==> config.mk <==
export PLATFORM = sky130hd
export DESIGN_NAME = smt_master
export DESIGN_NICKNAME = d
export VERILOG_FILES = /design/src/smt_fifo.v /design/src/smt_master.v
export VERILOG_INCLUDE_DIRS = /design/src
export SDC_FILE = /design/constraint.sdc
export NUM_CORES = 1
export LEC_CHECK = 0
export BUFFER_PORTS_ARGS = -buffer_cell sky130_fd_sc_hd__clkbuf_2
export CORE_ASPECT_RATIO = 1.2
export CORE_UTILIZATION = 45
export CTS_CLUSTER_SIZE = 30
export DETAILED_ROUTE_END_ITERATION = 8
export HOLD_SLACK_MARGIN = 0.03
export SYNTH_ARGS = -nofsm -noshare
export SYNTH_HDL_FRONTEND = slang
export SYNTH_SLANG_ARGS = --single-unit
export TNS_END_PERCENT = 5
==> constraint.sdc <==
create_clock -name clk_i -period 10.1 [get_ports clk_i]
set_clock_uncertainty 0.15 [all_clocks]
set_input_delay 1.515 -clock clk_i [delete_from_list [all_inputs] [get_ports clk_i]]
set_output_delay 1.515 -clock clk_i [all_outputs]
set_load 0.05 [all_outputs]
==> src/smt_defs.vh <==
// Register map, field layout and timing constants of the serial master
`ifndef SMT_DEFS_VH
`define SMT_DEFS_VH

// Register byte offsets
`define SMT_REG_CTRL 5'h00
`define SMT_REG_CTRL1 5'h04
`define SMT_REG_DIV 5'h08
`define SMT_REG_SEL 5'h0C
`define SMT_REG_DLY 5'h10
`define SMT_REG_DATA 5'h14
`define SMT_REG_STATUS 5'h18
`define SMT_REG_THRESH 5'h1C
`define SMT_ADDR_W 5

// Control fields
`define SMT_CTRL_EN 0
`define SMT_CTRL_MODE_LO 1
`define SMT_CTRL_MODE_HI 2
`define SMT_CTRL_CPOL 3
`define SMT_CTRL_CPHA 4
`define SMT_CTRL_FMT 5
`define SMT_CTRL_DMAE 6

// Transfer modes
`define SMT_MODE_TXRX 2'h0
`define SMT_MODE_TX 2'h1
`define SMT_MODE_RX 2'h2
`define SMT_MODE_EE 2'h3

// Status bits
`define SMT_ST_BUSY 0
`define SMT_ST_TFE 1
`define SMT_ST_TFNF 2
`define SMT_ST_RFNE 3
`define SMT_ST_RFF 4
`define SMT_ST_RXO 5
`define SMT_ST_TXE 6
`define SMT_ST_DMATX 7

// Sizes
`define SMT_FRAME_W 8
`define SMT_FIFO_DEPTH 16
`define SMT_LVL_W 5
`define SMT_NDF_W 16
`define SMT_DIV_W 16
`define SMT_DLY_W 8

// Reset values
`define SMT_DIV_RST 16'h0002

`endif

==> src/smt_fifo.v <==
// Small synchronous FIFO used for the transmit and receive queues
`timescale 1ns/1ns
module smt_fifo (
    // Clock and reset
    input wire clk_i,
    input wire rst_i,
    // Write side
    input wire wr_i,
    input wire [7:0] wdata_i,
    // Read side
    input wire rd_i,
    output wire [7:0] rdata_o,
    // Status
    output wire empty_o,
    output wire full_o,
    output wire [4:0] level_o
);
    reg [7:0] mem [0:15];
    reg [3:0] wptr;
    reg [3:0] rptr;
    reg [4:0] level;
    wire do_wr = wr_i && (level != 5'h10);
    wire do_rd = rd_i && (level != 5'h00);

    assign rdata_o = mem[rptr];
    assign empty_o = (level == 5'h00);
    assign full_o = (level == 5'h10);
    assign level_o = level;

    always @(posedge clk_i) begin
        if (do_wr) begin
            mem[wptr] <= wdata_i;
        end
        if (rst_i) begin
            wptr <= 4'h0;
            rptr <= 4'h0;
            level <= 5'h00;
        end else begin
            if (do_wr) begin
                wptr <= wptr + 4'h1;
            end
            if (do_rd) begin
                rptr <= rptr + 4'h1;
            end
            if (do_wr && !do_rd) begin
                level <= level + 5'h01;
            end else if (do_rd && !do_wr) begin
                level <= level - 5'h01;
            end
        end
    end
endmodule

==> src/smt_master.v <==
// Serial master shift control with transfer modes and Wishbone registers
//
// The register offsets and the Wishbone register port are this design's own decisions.
`timescale 1ns/1ns
`include "smt_defs.vh"

// How it works
// - Receive-only mode holds data output constant
// - Receive-only never pops transmit queue as slave
// - Receive-only stores every completed frame that the receive queue has room for
// - EEPROM read only exists as master
// - EEPROM read ignores input while sending
// - EEPROM read sends until empty, then receives
// - Receive modes stop after count plus one
// - EEPROM read refused under sync serial format
// - Master generates and drives serial clock
// - Disabled means no transfer, clock idle
// - Receive sample delay in core cycles
// - Start needs enable, data and slave select
// - Busy set only once shifting is under way
// - Shifting starts on next serial clock rise
// - Transmit modes stop when queue empties
// - Threshold and DMA transmit requests
// - Receive-only pops the dummy word once
// - Transmit-only discards received frames
// - Full receive queue drops frame, flags overflow
module smt_master (
    // Clock and reset
    input wire clk_i,
    input wire rst_i,
    // Wishbone slave
    input wire wb_cyc_i,
    input wire wb_stb_i,
    input wire wb_we_i,
    input wire [4:0] wb_adr_i,
    input wire [3:0] wb_sel_i,
    input wire [31:0] wb_dat_i,
    output reg [31:0] wb_dat_o,
    output reg wb_ack_o,
    // Serial pins
    output reg sclk_o,
    output reg mosi_o,
    output reg [3:0] ss_n_o,
    input wire miso_i,
    // Status outputs
    output reg busy_o,
    output reg tx_thresh_o,
    output reg dma_tx_req_o,
    output reg rx_overflow_o
);
    localparam ST_IDLE = 2'h0;
    localparam ST_WAIT = 2'h1;
    localparam ST_SHIFT = 2'h2;
    localparam ST_END = 2'h3;

    // Registers
    reg [6:0] ctrl;
    reg [15:0] frame_count_field;
    reg [15:0] div;
    reg [3:0] sel;
    reg [7:0] dly;
    reg [3:0] txftl;
    reg [3:0] dmatdl;
    reg rxo;

    // Shift engine
    reg [1:0] state;
    reg [15:0] div_cnt;
    reg sclk_int;
    reg [7:0] tx_sr;
    reg [7:0] rx_sr;
    reg [3:0] bit_cnt;
    reg [15:0] rx_frames;
    reg tx_phase;
    reg miso_s1;
    reg miso_s2;
    reg [7:0] sample_cnt;
    reg sample_pend;
    reg frame_done;

    wire en = ctrl[`SMT_CTRL_EN];
    wire [1:0] mode = ctrl[`SMT_CTRL_MODE_HI:`SMT_CTRL_MODE_LO];
    wire cpol = ctrl[`SMT_CTRL_CPOL];
    wire fmt_sync = ctrl[`SMT_CTRL_FMT];
    wire acc = wb_cyc_i && wb_stb_i && !wb_ack_o;
    // Writes land on the edge where the master sees ack, while it still holds the request
    wire wr_acc = wb_cyc_i && wb_stb_i && wb_ack_o && wb_we_i && wb_sel_i[0];
    wire rd_acc = acc && !wb_we_i;

    wire tx_empty;
    wire tx_full;
    wire [4:0] tx_level;
    wire [7:0] tx_head;
    wire rx_empty;
    wire rx_full;
    wire [4:0] rx_level;
    wire [7:0] rx_head;
    reg tx_pop;
    reg rx_push;

    // Clock divider: tick on each half period
    wire half_tick = (div_cnt == 16'h0001) || (div_cnt == 16'h0000);
    wire rise_tick = half_tick && !sclk_int;
    wire fall_tick = half_tick && sclk_int;

    // Receive modes store input; EEPROM read only after the send phase
    function rx_store;
        input [1:0] m;
        input tx_ph;
        begin
            rx_store = (m == `SMT_MODE_TXRX) || (m == `SMT_MODE_RX) ||
                ((m == `SMT_MODE_EE) && !tx_ph);
        end
    endfunction

    wire tx_push = wr_acc && (wb_adr_i == `SMT_REG_DATA);
    wire rx_pop = rd_acc && (wb_adr_i == `SMT_REG_DATA);

    smt_fifo u_tx (
        .clk_i(clk_i),
        .rst_i(rst_i),
        .wr_i(tx_push),
        .wdata_i(wb_dat_i[7:0]),
        .rd_i(tx_pop),
        .rdata_o(tx_head),
        .empty_o(tx_empty),
        .full_o(tx_full),
        .level_o(tx_level)
    );

    smt_fifo u_rx (
        .clk_i(clk_i),
        .rst_i(rst_i),
        .wr_i(rx_push),
        .wdata_i(rx_sr),
        .rd_i(rx_pop),
        .rdata_o(rx_head),
        .empty_o(rx_empty),
        .full_o(rx_full),
        .level_o(rx_level)
    );

    // Register bus: one single-cycle ack per request, registered one cycle after it
    always @(posedge clk_i) begin
        if (rst_i) begin
            wb_ack_o <= 1'b0;
            wb_dat_o <= 32'h0000_0000;
            ctrl <= 7'h00;
            frame_count_field <= 16'h0000;
            div <= `SMT_DIV_RST;
            sel <= 4'h0;
            dly <= 8'h00;
            txftl <= 4'h0;
            dmatdl <= 4'h0;
        end else begin
            wb_ack_o <= acc;
            if (wr_acc) begin
                case (wb_adr_i)
                    `SMT_REG_CTRL: begin
                        ctrl <= wb_dat_i[6:0];
                        // EEPROM read under sync format falls back to receive-only
                        if (wb_dat_i[`SMT_CTRL_FMT] && wb_dat_i[2:1] == `SMT_MODE_EE) begin
                            ctrl[`SMT_CTRL_MODE_HI:`SMT_CTRL_MODE_LO] <= `SMT_MODE_RX;
                        end
                    end
                    `SMT_REG_CTRL1: frame_count_field <= wb_dat_i[15:0];
                    `SMT_REG_DIV: div <= (wb_dat_i[15:0] < 16'h0002) ? 16'h0002 : wb_dat_i[15:0];
                    `SMT_REG_SEL: sel <= wb_dat_i[3:0];
                    `SMT_REG_DLY: dly <= wb_dat_i[7:0];
                    `SMT_REG_THRESH: begin
                        txftl <= wb_dat_i[3:0];
                        dmatdl <= wb_dat_i[11:8];
                    end
                    default: ;
                endcase
            end
            if (rd_acc) begin
                case (wb_adr_i)
                    `SMT_REG_CTRL: wb_dat_o <= {25'h0, ctrl};
                    `SMT_REG_CTRL1: wb_dat_o <= {16'h0, frame_count_field};
                    `SMT_REG_DIV: wb_dat_o <= {16'h0, div};
                    `SMT_REG_SEL: wb_dat_o <= {28'h0, sel};
                    `SMT_REG_DLY: wb_dat_o <= {24'h0, dly};
                    `SMT_REG_DATA: wb_dat_o <= rx_empty ? 32'h0 : {24'h0, rx_head};
                    `SMT_REG_STATUS: wb_dat_o <= {24'h0, dma_tx_req_o, tx_thresh_o, rxo, rx_full,
                        !rx_empty, !tx_full, tx_empty, busy_o};
                    `SMT_REG_THRESH: wb_dat_o <= {20'h0, dmatdl, 4'h0, txftl};
                    default: wb_dat_o <= 32'h0000_0000;
                endcase
            end
        end
    end

    // Shift engine
    always @(posedge clk_i) begin
        if (rst_i) begin
            state <= ST_IDLE;
            div_cnt <= 16'h0000;
            sclk_int <= 1'b0;
            sclk_o <= 1'b0;
            mosi_o <= 1'b0;
            ss_n_o <= 4'hF;
            busy_o <= 1'b0;
            tx_sr <= 8'h00;
            rx_sr <= 8'h00;
            bit_cnt <= 4'h0;
            rx_frames <= 16'h0000;
            tx_phase <= 1'b0;
            miso_s1 <= 1'b0;
            miso_s2 <= 1'b0;
            sample_cnt <= 8'h00;
            sample_pend <= 1'b0;
            frame_done <= 1'b0;
            tx_pop <= 1'b0;
            rx_push <= 1'b0;
            rxo <= 1'b0;
            rx_overflow_o <= 1'b0;
            tx_thresh_o <= 1'b0;
            dma_tx_req_o <= 1'b0;
        end else begin
            miso_s1 <= miso_i;
            miso_s2 <= miso_s1;
            tx_pop <= 1'b0;
            rx_push <= 1'b0;
            frame_done <= 1'b0;
            tx_thresh_o <= en && (tx_level <= {1'b0, txftl});
            dma_tx_req_o <= en && ctrl[`SMT_CTRL_DMAE] && (tx_level <= {1'b0, dmatdl});
            // Clear first so that an overflow in the same cycle wins
            if (rd_acc && wb_adr_i == `SMT_REG_STATUS) begin
                rxo <= 1'b0;
                rx_overflow_o <= 1'b0;
            end
            // Generated clock only runs while a transfer is under way
            if (state == ST_IDLE || !en) begin
                div_cnt <= div >> 1;
                sclk_int <= 1'b0;
            end else if (half_tick) begin
                div_cnt <= div >> 1;
                sclk_int <= !sclk_int;
            end else begin
                div_cnt <= div_cnt - 16'h0001;
            end
            sclk_o <= (state == ST_SHIFT) ? (sclk_int ^ cpol) : cpol;
            // Sample point delayed by programmed core cycles
            // The first rise comes while still waiting and carries the first bit
            if ((state == ST_WAIT || state == ST_SHIFT) && rise_tick) begin
                sample_cnt <= dly;
                sample_pend <= 1'b1;
            end else if (sample_pend) begin
                if (sample_cnt == 8'h00) begin
                    sample_pend <= 1'b0;
                    rx_sr <= {rx_sr[6:0], miso_s2};
                    if (bit_cnt == 4'h0) begin
                        frame_done <= 1'b1;
                    end
                end else begin
                    sample_cnt <= sample_cnt - 8'h01;
                end
            end
            // End of frame: store or drop received word
            if (frame_done) begin
                if (rx_store(mode, tx_phase)) begin
                    rx_frames <= rx_frames + 16'h0001;
                    if (rx_full) begin
                        rxo <= 1'b1;
                        rx_overflow_o <= 1'b1;
                    end else begin
                        rx_push <= 1'b1;
                    end
                end
            end
            if (!en) begin
                state <= ST_IDLE;
                ss_n_o <= 4'hF;
                busy_o <= 1'b0;
            end else begin
                case (state)
                    ST_IDLE: begin
                        if (!tx_empty && sel != 4'h0) begin
                            state <= ST_WAIT;
                            tx_sr <= tx_head;
                            tx_pop <= 1'b1;
                            tx_phase <= (mode == `SMT_MODE_EE);
                            rx_frames <= 16'h0000;
                            bit_cnt <= 4'h7;
                            ss_n_o <= ~sel;
                        end
                    end
                    ST_WAIT: begin
                        if (rise_tick) begin
                            state <= ST_SHIFT;
                            busy_o <= 1'b1;
                            mosi_o <= (mode == `SMT_MODE_RX) ? 1'b0 : tx_sr[7];
                        end
                    end
                    ST_SHIFT: begin
                        if (fall_tick) begin
                            if (bit_cnt != 4'h0) begin
                                bit_cnt <= bit_cnt - 4'h1;
                                tx_sr <= {tx_sr[6:0], 1'b0};
                                mosi_o <= (mode == `SMT_MODE_RX || !tx_phase && mode == `SMT_MODE_EE) ?
                                    1'b0 : tx_sr[6];
                            end else begin
                                bit_cnt <= 4'h7;
                                if (mode == `SMT_MODE_RX || (mode == `SMT_MODE_EE && !tx_phase)) begin
                                    mosi_o <= 1'b0;
                                    // Count already holds the frame just closed
                                    if (rx_frames == frame_count_field + 16'h0001 &&
                                        !sample_pend) begin
                                        state <= ST_END;
                                    end
                                end else if (!tx_empty) begin
                                    // Head kept whole: the next fall sends its bit 6
                                    tx_sr <= tx_head;
                                    mosi_o <= tx_head[7];
                                    tx_pop <= 1'b1;
                                end else if (mode == `SMT_MODE_EE) begin
                                    tx_phase <= 1'b0;
                                    mosi_o <= 1'b0;
                                end else begin
                                    state <= ST_END;
                                end
                            end
                        end
                    end
                    ST_END: begin
                        // Busy drops only once the pin clock is back at its idle level
                        if (!sample_pend && !frame_done && sclk_o == cpol) begin
                            state <= ST_IDLE;
                            busy_o <= 1'b0;
                            ss_n_o <= 4'hF;
                        end
                    end
                    default: state <= ST_IDLE;
                endcase
            end
        end
    end
endmodule

==> out/results.txt <==
Routed Antenna Nets: 0
Reg2Reg Depth: 8
RSZ-0062 raised after global routing: false
Core area: 41900 um^2
Ant. Diodes: 0
Crit path max-delay family: simple AND/OR/NAND/NOR gates
DR iter-0 viols: 935
Avg WL per Cell: 20.2 um
Async set or reset register ratio after synthesis: 0%
Sum Neg Setup Slack: 0 ps
Area of the multi-input gates: 7160 um^2
Commonest non-fill, non-tap cells in the layout: edfxtp_1 (256), dfxtp_1 (189), nor2_1 (179)
WL final: 43300 um
R2r setup slk: 6540 ps
CTS Buffer Depth: 3
CP bufs+invs: 2
Hold Crit Depth: 1
Syn Area/Cell: 12.5 um^2
I/O Pins: 90
Post-synthesis cell count: 1531
Reg2Reg Capture Point: rx_sr[4]
Tcrit/Tclk final: 46.3%
Seq/Total Area, Yosys: 60.1%
Die W: 190 um
Yosys top cell area share: 40.1%
Max cap viols: 0
Worst vdd ir: 0.146 mV
GRT overflow: 0
CTS tree: done
Top_reg_cell synth: edfxtp_1
HP Class: register to register
Status: complete, no violations
Fin. Hold Viols: 0
Slowest stage delay, CP: 690 ps
Rows: 82
Crit end category: register
Share of cells above drive strength 1: 15.1%
Starting density of the core: 45.8%
Worst path arrival time: 5010 ps
Worst Path Required: 10430 ps
Post-CTS Resized: 0
CP Class: primary input to register
Die Y-Extent: 228 um
CP dominant cell by count: a21oi_1
Fillers: 3600
Port bufs: 54
Post-DP HPWL: 29000 um
GP Congestion: 0.876
Clock period minus worst slack: 4680 ps
Final nets: 1650
Area grow syn2layout: 11.6%
CTS root buf: clkbuf_16
Total track usage: 20.3%
Largest area contributor in the synthesized netlist: edfxtp_1
FF-to-FF Start: div_cnt[0]
Critical hold path startpoint: miso_s1
Hold EP: miso_s2
Pwr/cell area: 173 nW/um^2
Hold WS: 298 ps
EDFF count, synth: 256
Critical-path cell list: clkbuf_2, nor4b_1, nand2_1, nor3b_2, ha_1, inv_1, fa_1, a21o_1, a21oi_1, xnor2_1, or3_1, a21oi_1
Mapped Area: 19200 um^2
Largest net degree at the start of global routing: 95
Commonest non-fill, non-tap cell in the layout: edfxtp_1
DRC: 0
Fmax: 214 MHz
Largest fanout on the critical path: 9
CTS hold repair buffers: 0
Worst-path clk slew: 60 ps
Distinct cells, synth: 73
Fin worst setup slack: 5420 ps
CTS sink cnt: 447
Final core utilization: 51.1%
Vias: 11.9k
First-pass GRT wire length: 67900 um
Synthesized flop and latch total: 447
Top cells by area, synth: edfxtp_1 (40%), dfxtp_1 (20%), mux4_2 (9.4%)
Rel. slew slack: 30.4%
Setup crit start kind: primary input
Number of global-route vias before repair: 11.9k
Total CTS buffers: 45
Least-Margin Pin Slew: 1040 ps
Via density: 5.56
P_leak: 7.07 nW
CTS H-tree depth: 2
Max-slew violation count: 0
Final setup fails: 0
Setup WS pre-CTS: 4950 ps
Slowest cell on the critical path: nor4b_1
Critical Path Stages: 12
Drt pass-1 iters: 5
Full die area: 43400 um^2
Yosys warning count: 0
Initial antenna violation count: 0
Worst skew pair latency: 550 ps
FF+latch area: 11500 um^2
Post-CTS Setup Bufs: 0
[final cells by class]
type | count | area share, %
clock inverter | 17 | 1.01
sequential | 447 | 53.8
multi-input combinational | 965 | 33.5
clock buffer | 64 | 5.97
tap | 546 | 3.19
timing repair buffer | 73 | 1.94
inverter | 33 | 0.579
[registers in the layout (all words and copies together), names as in the netlist, 4 cells and up, named ones only]
signal             count
u_rx.mem             128
sample_cnt             8
div_cnt               16
sel                    4
dmatdl                 4
div                   16
ctrl                   7
u_tx.wptr              4
dly                    8
u_tx.level_o           5
u_rx.wptr              4
ss_n_o                 4
frame_count_field     16
u_rx.level_o           5
bit_cnt                4
wb_dat_o              16
u_tx.rptr              4
u_rx.rptr              4
txftl                  4
rx_frames             16
u_tx.mem             128
tx_sr                  8
rx_sr                  8
[cells in the mapped netlist (all sizes together), types with 6 or more instances]
| library cell | instances |
|---|---|
| nor4b | 6 |
| or3 | 10 |
| and2 | 8 |
| inv | 33 |
| o21ai | 26 |
| xor2 | 31 |
| nor2b | 16 |
| nor4 | 20 |
| a211oi | 34 |
| mux4 | 80 |
| nor2 | 179 |
| nand2 | 152 |
| a311oi | 15 |
| a221oi | 9 |
| nor3 | 28 |
| a22oi | 10 |
| dfxtp | 191 |
| edfxtp | 256 |
| ha | 36 |
| nor3b | 6 |
| mux2i | 30 |
| nand2b | 14 |
| a21oi | 83 |
| nand3 | 34 |
| and3 | 6 |
| clkbuf | 69 |
| xnor2 | 41 |
| buf | 32 |
| nand4 | 10 |
[through the flow]
stage | cell area, um^2 | power (mW) | instances
2_1_floorplan | 19200 | 2.02 | 1546
3_3_place_gp | 19900 | 2.04 | 2064
3_5_place_dp | 19900 | 2.05 | 2064
4_1_cts | 21400 | 3.73 | 2145
5_1_grt | 21400 | 3.80 | 2145
6_report | 21400 | 3.70 | 2145
[routing by layer]
layer	track usage (%)	vias to the layer above	wire, um
li1	-	5703	-
met1	26.7	5881	18700
met2	34.9	289	21700
met3	2.85	60	1960
met4	5.43	0	951
met5	0	-	0
[worst reg2reg max path, cell delays in order, from the launching register on]
cell and delay, ps:
dfxtp_1 410, inv_1 70, ha_1 250, o211ai_1 580
nor3_1 140, nand2_1 550, nand3_1 830, mux2i_1 370
nor2_1 60
[cell families after synthesis]
group,Yosys count,synth area share [%]
and+or+nand+nor,505,12.1
DFF,447,60.1
AOI/OAI and AO/OA,221,7.73
buffers and inverters,134,3.07
muxes,113,11.1
xor gates and xnor gates,72,3.29
adders and majority gates,38,2.56
other,1,0.0196
[power by group]
group	switching, mW	leakage, nW	internal [mW]	total, mW
Clock	0.682	0.725	1.01	1.69
Combinational	0.0705	2.47	0.0163	0.0868
Sequential	0.00303	3.88	1.92	1.92
Total	0.756	7.07	2.94	3.70
[worst max-delay path by stage]
stage	startpoint	to	slack, ps
finish	wb_adr_i[3]	u_tx.level_o[4]	5420
global route	wb_adr_i[3]	u_tx.level_o[4]	5160
CTS	wb_adr_i[3]	u_tx.level_o[4]	5500
detailed placement	wb_adr_i[3]	u_tx.level_o[4]	4950
global placement	wb_adr_i[3]	u_tx.level_o[4]	4950
floorplan	wb_adr_i[3]	u_tx.level_o[4]	5560
No activity file was read; power rests on OpenSTA's default activity.
